===== config.mk =====
export PLATFORM = sky130hd
export DESIGN_NAME = modbus_master_request_codec
export DESIGN_NICKNAME = d
export VERILOG_FILES = /design/src/verilog/modbus_master_request_codec.v /design/src/verilog/modbus_reply_store.v
export VERILOG_INCLUDE_DIRS = /design/src /design/src/verilog
export SDC_FILE = /design/constraint.sdc
export NUM_CORES = 2
export LEC_CHECK = 0
export BUFFER_PORTS_ARGS = -buffer_cell sky130_fd_sc_hd__buf_2
export CELL_PAD_IN_SITES_DETAIL_PLACEMENT = 0
export CELL_PAD_IN_SITES_GLOBAL_PLACEMENT = 1
export CORE_MARGIN = 3
export CORE_UTILIZATION = 58
export CTS_BUF_LIST = sky130_fd_sc_hd__clkbuf_2
export CTS_CLUSTER_DIAMETER = 100
export DETAILED_ROUTE_END_ITERATION = 7
export PLACE_DENSITY = 0.82
export SYNTH_ARGS = -nofsm -noshare
export SYNTH_HDL_FRONTEND = slang
export SYNTH_SLANG_ARGS = --single-unit

===== constraint.sdc =====
create_clock -name core_clk -period 5.85 [get_ports core_clk]
set_input_delay 1.17 -clock core_clk [delete_from_list [all_inputs] [get_ports core_clk]]
set_output_delay 1.17 -clock core_clk [all_outputs]
set_load 0.02 [all_outputs]

===== src/verilog/modbus_codec_regs.vh =====
// register map, field positions and limits of the modbus request codec
`ifndef MODBUS_CODEC_REGS_VH
`define MODBUS_CODEC_REGS_VH

`define REG_CTRL 12'h000
`define REG_STATUS 12'h004
`define REG_REQ0 12'h008
`define REG_REQ1 12'h00C
`define REG_WORDS 12'h010
`define REPLY_BASE 12'h400

`define CTRL_START 0
`define CTRL_ASCII 1
`define CTRL_WIDE 2

`define ST_BUSY 0
`define ST_DONE 1
`define ST_REJECT 2
`define ST_EXCEPT 3
`define ST_ECHO_BAD 4
`define ST_CODE_LSB 8

`define FC_READ_COILS 8'h01
`define FC_READ_INPUTS 8'h02
`define FC_READ_HOLDING 8'h03
`define FC_READ_INREGS 8'h04
`define FC_WRITE_COIL 8'h05
`define FC_WRITE_REG 8'h06
`define FC_EXC_STATUS 8'h07
`define FC_LOOPBACK 8'h08
`define FC_EVENT_COUNT 8'h0B
`define FC_EVENT_LOG 8'h0C
`define FC_WIDE_BIT 6
`define FC_ERROR_BIT 7

`define BITS_MAX_BIN 16'd2040
`define BITS_MAX_ASCII 16'd2008
`define REGS_MAX_BIN 16'd127
`define REGS_MAX_ASCII 16'd125
`define DIAG_ECHO_SUB 16'h0000

`define AXI_OKAY 2'b00
`define AXI_SLVERR 2'b10

`endif


===== src/verilog/modbus_master_request_codec.v =====
// modbus master job handler: request encoder, reply unpacker, axi4-lite registers
//
// Summary of operation
// - ascii plus wide option enables 32-bit registers
// - function bit 6 selects 32-bit width
// - width bit stripped from transmitted function code
// - addresses and coil states sent unchecked
// - bit count 1..2040 binary, 1..2008 ascii
// - register count 1..127 binary, 1..125 ascii
// - bit bytes fill low then high byte
// - unpaired last bit byte gets 00h high
// - single register value sent without restriction
// - exception status request is address plus code
// - exception bits to high byte, low kept
// - loopback reply never written to buffer
// - loopback subcode must be 0000, any value
// - event counter: status word then counter
// - line words travel high byte first
//
// The placing of the registers and the AXI4-Lite register port are this design's own decisions.
`timescale 1ns/1ps
`include "modbus_codec_regs.vh"
module modbus_master_request_codec (
    input wire core_clk,
    input wire rst,
    input wire [11:0] s_axi_awaddr,
    input wire s_axi_awvalid,
    output reg s_axi_awready,
    input wire [31:0] s_axi_wdata,
    input wire [3:0] s_axi_wstrb,
    input wire s_axi_wvalid,
    output reg s_axi_wready,
    output reg [1:0] s_axi_bresp,
    output reg s_axi_bvalid,
    input wire s_axi_bready,
    input wire [11:0] s_axi_araddr,
    input wire s_axi_arvalid,
    output reg s_axi_arready,
    output reg [31:0] s_axi_rdata,
    output reg [1:0] s_axi_rresp,
    output reg s_axi_rvalid,
    input wire s_axi_rready,
    output reg [7:0] txData,
    output reg txValid,
    input wire txReady,
    input wire [7:0] rxData,
    input wire rxValid,
    input wire rxLast
);
    localparam [3:0] S_IDLE = 4'b0001;
    localparam [3:0] S_CHECK = 4'b0010;
    localparam [3:0] S_SEND = 4'b0100;
    localparam [3:0] S_RECV = 4'b1000;

    function isBitRead;
        input [7:0] fc;
        isBitRead = (fc == `FC_READ_COILS) || (fc == `FC_READ_INPUTS);
    endfunction

    function isRegRead;
        input [7:0] fc;
        isRegRead = (fc == `FC_READ_HOLDING) || (fc == `FC_READ_INREGS);
    endfunction

    reg [3:0] state;
    reg asciiMode;
    reg wideEnable;
    reg [31:0] request_buffer0;
    reg [31:0] request_buffer1;
    reg busy;
    reg done;
    reg rejected;
    reg excepted;
    reg echoBad;
    reg [7:0] excCode;
    reg [8:0] wordsStored;
    reg startReq;
    reg [7:0] lineFc;
    reg [3:0] txLen;
    reg [3:0] txIdx;
    reg [9:0] rxIdx;
    reg rdPending;
    reg [11:0] rdAddrHeld;
    reg storeEn;
    reg storeLo;
    reg storeHi;
    reg [7:0] storeAddr;
    reg [15:0] storeData;

    wire [15:0] replyWord;
    wire [7:0] function_code_field = request_buffer0[15:8];
    wire [7:0] baseFc = function_code_field & 8'hBF;
    wire wideSel = function_code_field[`FC_WIDE_BIT];
    wire [15:0] countField = {request_buffer1[7:0], request_buffer1[15:8]};
    wire [15:0] addrField = {request_buffer0[23:16], request_buffer0[31:24]};
    wire [7:0] storeIdx = s_axi_araddr[9:2];
    wire axiWrite = s_axi_awready && s_axi_awvalid && s_axi_wready && s_axi_wvalid;
    wire axiRead = s_axi_arready && s_axi_arvalid;

    modbus_reply_store replyStore (
        .core_clk(core_clk),
        .wrEn(storeEn),
        .wrLo(storeLo),
        .wrHi(storeHi),
        .wrAddr(storeAddr),
        .wrData(storeData),
        .rdAddr(storeIdx),
        .rdData(replyWord)
    );

    // request byte n as laid out in the request buffer
    function [7:0] reqByte;
        input [3:0] n;
        input [31:0] w0;
        input [31:0] w1;
        input [7:0] fcOut;
        begin
            case (n)
                4'd0: reqByte = w0[7:0];
                4'd1: reqByte = fcOut;
                4'd2: reqByte = w0[23:16];
                4'd3: reqByte = w0[31:24];
                4'd4: reqByte = w1[7:0];
                4'd5: reqByte = w1[15:8];
                4'd6: reqByte = w1[23:16];
                4'd7: reqByte = w1[31:24];
                default: reqByte = 8'h00;
            endcase
        end
    endfunction

    // acceptance check of the held request
    reg checkOk;
    reg [3:0] checkLen;
    reg wideOk;
    always @* begin
        wideOk = asciiMode && wideEnable;
        checkOk = 1'b1;
        checkLen = 4'd6;
        if (wideSel && !(wideOk && (baseFc == `FC_READ_HOLDING || baseFc == `FC_WRITE_REG))) begin
            checkOk = 1'b0;
        end
        if (isBitRead(baseFc)) begin
            if (countField == 16'h0000 ||
                countField > (asciiMode ? `BITS_MAX_ASCII : `BITS_MAX_BIN)) begin
                checkOk = 1'b0;
            end
        end else if (isRegRead(baseFc)) begin
            if (countField == 16'h0000 ||
                countField > (asciiMode ? `REGS_MAX_ASCII : `REGS_MAX_BIN)) begin
                checkOk = 1'b0;
            end
        end else if (baseFc == `FC_LOOPBACK) begin
            if (addrField != `DIAG_ECHO_SUB) begin
                checkOk = 1'b0;
            end
        end else if (baseFc == `FC_EXC_STATUS || baseFc == `FC_EVENT_COUNT ||
                     baseFc == `FC_EVENT_LOG) begin
            checkLen = 4'd2;
        end else if (baseFc == `FC_WRITE_REG) begin
            checkLen = wideSel ? 4'd8 : 4'd6;
        end else if (baseFc != `FC_WRITE_COIL) begin
            checkOk = 1'b0;
        end
    end

    // where an incoming reply byte lands in the reply buffer
    reg [9:0] dataIdx;
    reg dataHasCount;
    always @* begin
        dataHasCount = isBitRead(lineFc) || isRegRead(lineFc) || lineFc == `FC_EVENT_LOG;
        dataIdx = rxIdx - (dataHasCount ? 10'd3 : 10'd2);
    end

    // axi4-lite write side; address and data are taken together
    always @(posedge core_clk) begin
        if (rst) begin
            s_axi_awready <= 1'b0;
            s_axi_wready <= 1'b0;
            s_axi_bvalid <= 1'b0;
            s_axi_bresp <= `AXI_OKAY;
            asciiMode <= 1'b0;
            wideEnable <= 1'b0;
            request_buffer0 <= 32'h00000000;
            request_buffer1 <= 32'h00000000;
            startReq <= 1'b0;
        end else begin
            startReq <= 1'b0;
            if (s_axi_bvalid && s_axi_bready) begin
                s_axi_bvalid <= 1'b0;
            end
            if (axiWrite) begin
                s_axi_awready <= 1'b0;
                s_axi_wready <= 1'b0;
                s_axi_bvalid <= 1'b1;
                s_axi_bresp <= `AXI_OKAY;
                case (s_axi_awaddr)
                    `REG_CTRL: begin
                        if (s_axi_wstrb[0]) begin
                            startReq <= s_axi_wdata[`CTRL_START];
                            asciiMode <= s_axi_wdata[`CTRL_ASCII];
                            wideEnable <= s_axi_wdata[`CTRL_WIDE];
                        end
                    end
                    `REG_STATUS, `REG_WORDS: begin
                    end
                    `REG_REQ0: begin
                        if (s_axi_wstrb[0]) request_buffer0[7:0] <= s_axi_wdata[7:0];
                        if (s_axi_wstrb[1]) request_buffer0[15:8] <= s_axi_wdata[15:8];
                        if (s_axi_wstrb[2]) request_buffer0[23:16] <= s_axi_wdata[23:16];
                        if (s_axi_wstrb[3]) request_buffer0[31:24] <= s_axi_wdata[31:24];
                    end
                    `REG_REQ1: begin
                        if (s_axi_wstrb[0]) request_buffer1[7:0] <= s_axi_wdata[7:0];
                        if (s_axi_wstrb[1]) request_buffer1[15:8] <= s_axi_wdata[15:8];
                        if (s_axi_wstrb[2]) request_buffer1[23:16] <= s_axi_wdata[23:16];
                        if (s_axi_wstrb[3]) request_buffer1[31:24] <= s_axi_wdata[31:24];
                    end
                    default: s_axi_bresp <= `AXI_SLVERR;
                endcase
            end else if (s_axi_awvalid && s_axi_wvalid && !s_axi_bvalid && !s_axi_awready) begin
                s_axi_awready <= 1'b1;
                s_axi_wready <= 1'b1;
            end
        end
    end

    // axi4-lite read side; reply words need one cycle from the store
    always @(posedge core_clk) begin
        if (rst) begin
            s_axi_arready <= 1'b0;
            s_axi_rvalid <= 1'b0;
            s_axi_rdata <= 32'h00000000;
            s_axi_rresp <= `AXI_OKAY;
            rdPending <= 1'b0;
            rdAddrHeld <= 12'h000;
        end else begin
            if (s_axi_rvalid && s_axi_rready) begin
                s_axi_rvalid <= 1'b0;
            end
            if (axiRead) begin
                s_axi_arready <= 1'b0;
                rdPending <= 1'b1;
                rdAddrHeld <= s_axi_araddr;
            end else if (s_axi_arvalid && !s_axi_arready && !rdPending && !s_axi_rvalid) begin
                s_axi_arready <= 1'b1;
            end
            if (rdPending) begin
                rdPending <= 1'b0;
                s_axi_rvalid <= 1'b1;
                s_axi_rresp <= `AXI_OKAY;
                s_axi_rdata <= 32'h00000000;
                if (rdAddrHeld[11:10] == 2'b01) begin
                    s_axi_rdata <= {16'h0000, replyWord};
                end else begin
                    case (rdAddrHeld)
                        `REG_CTRL: s_axi_rdata <= {29'h0, wideEnable, asciiMode, 1'b0};
                        `REG_STATUS: s_axi_rdata <= {16'h0, excCode, 3'b000, echoBad,
                                                     excepted, rejected, done, busy};
                        `REG_REQ0: s_axi_rdata <= request_buffer0;
                        `REG_REQ1: s_axi_rdata <= request_buffer1;
                        `REG_WORDS: s_axi_rdata <= {23'h0, wordsStored};
                        default: s_axi_rresp <= `AXI_SLVERR;
                    endcase
                end
            end
        end
    end

    // job sequencer: check, transmit, unpack the reply
    always @(posedge core_clk) begin
        if (rst) begin
            state <= S_IDLE;
            busy <= 1'b0;
            done <= 1'b0;
            rejected <= 1'b0;
            excepted <= 1'b0;
            echoBad <= 1'b0;
            excCode <= 8'h00;
            wordsStored <= 9'd0;
            lineFc <= 8'h00;
            txLen <= 4'd0;
            txIdx <= 4'd0;
            rxIdx <= 10'd0;
            txData <= 8'h00;
            txValid <= 1'b0;
            storeEn <= 1'b0;
            storeLo <= 1'b0;
            storeHi <= 1'b0;
            storeAddr <= 8'h00;
            storeData <= 16'h0000;
        end else begin
            storeEn <= 1'b0;
            case (state)
                S_IDLE: begin
                    if (startReq) begin
                        busy <= 1'b1;
                        done <= 1'b0;
                        rejected <= 1'b0;
                        excepted <= 1'b0;
                        echoBad <= 1'b0;
                        excCode <= 8'h00;
                        wordsStored <= 9'd0;
                        state <= S_CHECK;
                    end
                end
                S_CHECK: begin
                    lineFc <= baseFc;
                    txLen <= checkLen;
                    txIdx <= 4'd0;
                    rxIdx <= 10'd0;
                    if (checkOk) begin
                        // fields pass straight through, high byte first
                        txData <= reqByte(4'd0, request_buffer0, request_buffer1, baseFc);
                        txValid <= 1'b1;
                        state <= S_SEND;
                    end else begin
                        rejected <= 1'b1;
                        done <= 1'b1;
                        busy <= 1'b0;
                        state <= S_IDLE;
                    end
                end
                S_SEND: begin
                    if (txValid && txReady) begin
                        if (txIdx == txLen - 4'd1) begin
                            txValid <= 1'b0;
                            state <= S_RECV;
                        end else begin
                            txIdx <= txIdx + 4'd1;
                            txData <= reqByte(txIdx + 4'd1, request_buffer0, request_buffer1,
                                              lineFc);
                        end
                    end
                end
                S_RECV: begin
                    // bytes ahead of the transmit end are dropped
                    if (rxValid) begin
                        rxIdx <= rxIdx + 10'd1;
                        if (rxIdx == 10'd1 && rxData[`FC_ERROR_BIT]) begin
                            excepted <= 1'b1;
                        end else if (rxIdx == 10'd2 && excepted) begin
                            excCode <= rxData;
                        end else if (lineFc == `FC_LOOPBACK) begin
                            if (rxIdx < 10'd6 &&
                                rxData != reqByte(rxIdx[3:0], request_buffer0, request_buffer1,
                                                  lineFc)) begin
                                echoBad <= 1'b1;
                            end
                        end else if (lineFc == `FC_EXC_STATUS) begin
                            if (rxIdx == 10'd2) begin
                                storeEn <= 1'b1;
                                storeLo <= 1'b0;
                                storeHi <= 1'b1;
                                storeAddr <= 8'h00;
                                storeData <= {rxData, 8'h00};
                                wordsStored <= 9'd1;
                            end
                        end else if ((isBitRead(lineFc) || isRegRead(lineFc) ||
                                      lineFc == `FC_EVENT_COUNT || lineFc == `FC_EVENT_LOG) &&
                                     rxIdx >= (dataHasCount ? 10'd3 : 10'd2) && !dataIdx[9]) begin
                            storeEn <= 1'b1;
                            storeAddr <= dataIdx[8:1];
                            wordsStored <= {1'b0, dataIdx[8:1]} + 9'd1;
                            if (isBitRead(lineFc)) begin
                                // even bytes clear the high half so a lone byte ends as 00h
                                storeLo <= ~dataIdx[0];
                                storeHi <= 1'b1;
                                storeData <= dataIdx[0] ? {rxData, 8'h00} : {8'h00, rxData};
                            end else begin
                                storeLo <= dataIdx[0];
                                storeHi <= ~dataIdx[0];
                                storeData <= {rxData, rxData};
                            end
                        end
                        if (rxLast) begin
                            done <= 1'b1;
                            busy <= 1'b0;
                            state <= S_IDLE;
                        end
                    end
                end
                default: state <= S_IDLE;
            endcase
        end
    end
endmodule // modbus_master_request_codec


===== src/verilog/modbus_reply_store.v =====
// reply buffer: 256 words of 16 bits with byte writes and a registered read port
`timescale 1ns/1ps
module modbus_reply_store (
    input wire core_clk,
    input wire wrEn,
    input wire wrLo,
    input wire wrHi,
    input wire [7:0] wrAddr,
    input wire [15:0] wrData,
    input wire [7:0] rdAddr,
    output reg [15:0] rdData
);
    reg [7:0] lowBytes [0:255];
    reg [7:0] highBytes [0:255];

    // no reset on the array: contents are undefined until a reply lands
    always @(posedge core_clk) begin
        if (wrEn && wrLo) begin
            lowBytes[wrAddr] <= wrData[7:0];
        end
        if (wrEn && wrHi) begin
            highBytes[wrAddr] <= wrData[15:8];
        end
        rdData <= {highBytes[rdAddr], lowBytes[rdAddr]};
    end
endmodule // modbus_reply_store

==> flow_summary.json <==
{
  "cts.path.max_buffers": 5,
  "die_h_um": 548.1,
  "fin_skew_ns": 0.3131,
  "grt_usage": 0.3044,
  "fmax_ghz": 0.2004,
  "start_util": 0.5841,
  "synth-seq-cells": 4316,
  "first_pass_iters": 8,
  "die_area_um2": 300400,
  "critPathRequiredTime_ns": 7.95,
  "grt_util_met1": 0.4274,
  "violations": "design-rule violations",
  "max-vdd-ir-drop_mv": 0.2903,
  "syn_area_um2": 170500,
  "fill_cells": 20230,
  "vias": 95950,
  "wirelength_um": 452800,
  "drc": 9,
  "finalCriticalPeriod_ns": 4.989,
  "slew_headroom": 0.07164,
  "drtIter0Drc": 14580,
  "hold_end": "echoBad",
  "grt_busiest_layer": "met2",
  "die_w_um": 548.1,
  "path_class": "in -> reg",
  "setup_viol": 0,
  "synth.distinct_cells": 83,
  "rsz0062_at_grt": "no",
  "r2r_start": "lineFc[7]",
  "hold_buffers": 181,
  "slew_violations": 0,
  "post_cts_buffers": 0,
  "hold_path.class": "in -> reg",
  "drive_gt1_frac": 0.2769,
  "synth-main-ff-cell": "edfxtp_1",
  "htree_levels": 7,
  "yosysSeqAreaShare": 0.7474,
  "areaGrowthSynthToFinish_pct": 9.333,
  "core_area_um2": 291800,
  "grt_pass1_wl_um": 658400,
  "stdcell_count": 14650,
  "rows": 198,
  "clock_sinks": 4316,
  "worstSkewPairLatency_ns": 2.19,
  "portBuffers": 125,
  "cp_max_fo": 8,
  "viasPerCell": 6.550,
  "clkTransAtPathRegs_ns": 0.11,
  "reg2reg_to": "storeData[15]",
  "rrSetupSlack_ns": 1.14,
  "pin_count": 128,
  "p_leak_nw": 71.51,
  "globalplace.congestion": 0.9333,
  "cts_root_buf": "clkbuf_2",
  "cts_resized": 0,
  "final_nets": 10130,
  "arrival_ns": 7.09,
  "tightest_slew_ns": 1.380,
  "synth_edf_count": 4096,
  "min_period_over_period": 0.8529,
  "antenna_found_initial": 18,
  "min_path_cells": 4,
  "power_density_nw_per_um2": 293.6,
  "gr-total-overflow": 0,
  "grt_use_met3": 0.08464,
  "start_kind": "primary input",
  "status": "complete, but fails checks",
  "async_flop_share": 0,
  "whs_ns": 0.2582,
  "grt_pass1_vias": 95580,
  "hold_viol": 0,
  "dp_cells": 12630,
  "cts-buffers-inserted": 1114,
  "r2r.worst_path.cells": 13,
  "routedWlPerCell_um": 30.92,
  "end_kind": "flip-flop",
  "syn_inst": 8978,
  "min-delay-start": "rxData[4]",
  "ant_nets": 0,
  "yosysWarnings": 0,
  "met2_usage": 0.4562,
  "cap_violations": 0,
  "syn_avg_cell_area_um2": 18.99,
  "tns_ns": 0,
  "cts_tree": "yes",
  "grt_max_degree": 217,
  "dp_hpwl_um": 273000
}
## registers in the layout, summed over array words and instances, names as in the netlist, 3 cells and up
register,flops
replyStore.highBytes,2048
replyStore.lowBytes,2048
request_buffer0,32
request_buffer1,32
s_axi_rdata,32
replyStore.rdData,16
storeData,16
rdAddrHeld,12
rxIdx,10
wordsStored,9
excCode,8
storeAddr,8
txData,8
lineFc,7
state,4
txIdx,4
txLen,3
## layout by cell type, fill, tap and decap left out, types with 77 or more instances in the layout
master         count
o22ai_1          184
buf_2            120
clkbuf_2        1584
buf_4            167
dfxtp_1          204
dlygate4sd3_1    181
nor2_1           743
edfxtp_1        4096
nand2_1          347
a22oi_1           77
a21oi_1          196
mux2i_1          540
nand3_1          109
o221ai_1         123
nor3_1           153
o21ai_0          123
clkinv_1         157
mux4_2           882
## worst max-delay path by stage
stage | from | endpoint | slack (ns) | cells after the start
floorplan | storeData[8] | replyStore.highBytes[0][0] | 1.60 | 0
detailed placement | s_axi_araddr[9] | replyStore.rdData[11] | 0.11 | 8
finish | s_axi_awaddr[10] | request_buffer0[7] | 0.86 | 15
global placement | s_axi_araddr[9] | replyStore.rdData[11] | 0.19 | 8
global route | s_axi_awaddr[10] | request_buffer0[7] | 0.81 | 15
CTS | lineFc[7] | storeData[10] | 1.15 | 13
## worst max-delay path: stages
cell	delay (ns)
dlygate4sd3_1	0.54
buf_2	0.13
dlygate4sd3_1	0.55
nor2_1	0.09
dlygate4sd3_1	0.55
nand3_1	0.10
nor2_1	0.14
dlygate4sd3_1	0.59
nand3b_1	0.41
dlygate4sd3_1	0.90
nor2_1	0.54
nand2_1	0.11
dlygate4sd3_1	0.57
a21oi_1	0.12
dlygate4sd3_1	0.58
## stage by stage
stage	instance area, um2	utilization	power (W)	setup slack (ns)
after floorplan	170500	-	0.03522	1.597
after global placement	175300	0.6006	0.03582	0.1853
after detailed placement	175300	0.6007	0.03583	0.1111
after CTS	186300	0.6385	0.05498	1.154
after global routing	186400	0.6386	0.05677	0.8060
final	186400	0.6386	0.05472	0.8605
## Yosys cell counts, drive strengths merged (20+ instances only)
master,count,area share
edfxtp,4096,0.72
mux4,888,0.12
nor2,747,0.016
mux2i,540,0.032
nand2,350,0.0077
clkbuf,315,0.0069
buf,269,0.012
dfxtp,220,0.026
a21oi,196,0.0058
o22ai,184,0.0068
nor3,154,0.0046
nand3,124,0.0036
o21ai,124,0.0036
o221ai,123,0.0063
a22oi,77,0.0034
a22o,48,0.0025
nor4,41,0.0015
a211oi,36,0.0017
a221oi,31,0.0016
inv,26,0.00057
nand4,24,0.00088
nor2b,23,0.00084
xor2,20,0.0010
## metal layers
layer,part of all wire,vias up
met5,0.000060,-
met4,0.037,4
met3,0.12,1047
met2,0.47,6579
met1,0.37,48840
li1,-,39480
## kinds of logic (layout without fill, tap and decap cells)
kind of cell / after synthesis / count (layout) / share of synthesized area
flip-flops: 4316 / 4316 / 0.7474
AND/OR/NAND/NOR: 1593 / 1593 / 0.04121
multiplexers: 1442 / 1442 / 0.1501
AO/OA/AOI/OAI: 966 / 966 / 0.03908
buffers and inverters: 610 / 2366 / 0.01927
XOR/XNOR: 33 / 33 / 0.001696
adder cells (fa/ha/maj): 17 / 17 / 0.001248
other: 1 / 15 / 0.00002200
## final cells by class
type | count | area [um2] | area share
Timing Repair Buffer | 520 | 4687 | 0.02515
Sequential cell | 4316 | 127500 | 0.6839
Inverter | 26 | 112.6 | 0.0006042
Clock inverter | 236 | 1300 | 0.006975
Tap cell | 3900 | 4880 | 0.02618
Antenna cell | 13 | 32.53 | 0.0001745
Clock buffer | 1584 | 7928 | 0.04254
Multi-Input combinational cell | 4053 | 39970 | 0.2145
## report_power, final
part / leakage, nW / internal [W] / switching, W / total, W
clock: 7.26 / 0.00776 / 0.0117 / 0.0195
combinational: 14.8 / 0.000687 / 0.00123 / 0.00191
sequential: 49.5 / 0.0333 / 0.0000804 / 0.0333
(Power assumes the default switching activity.)
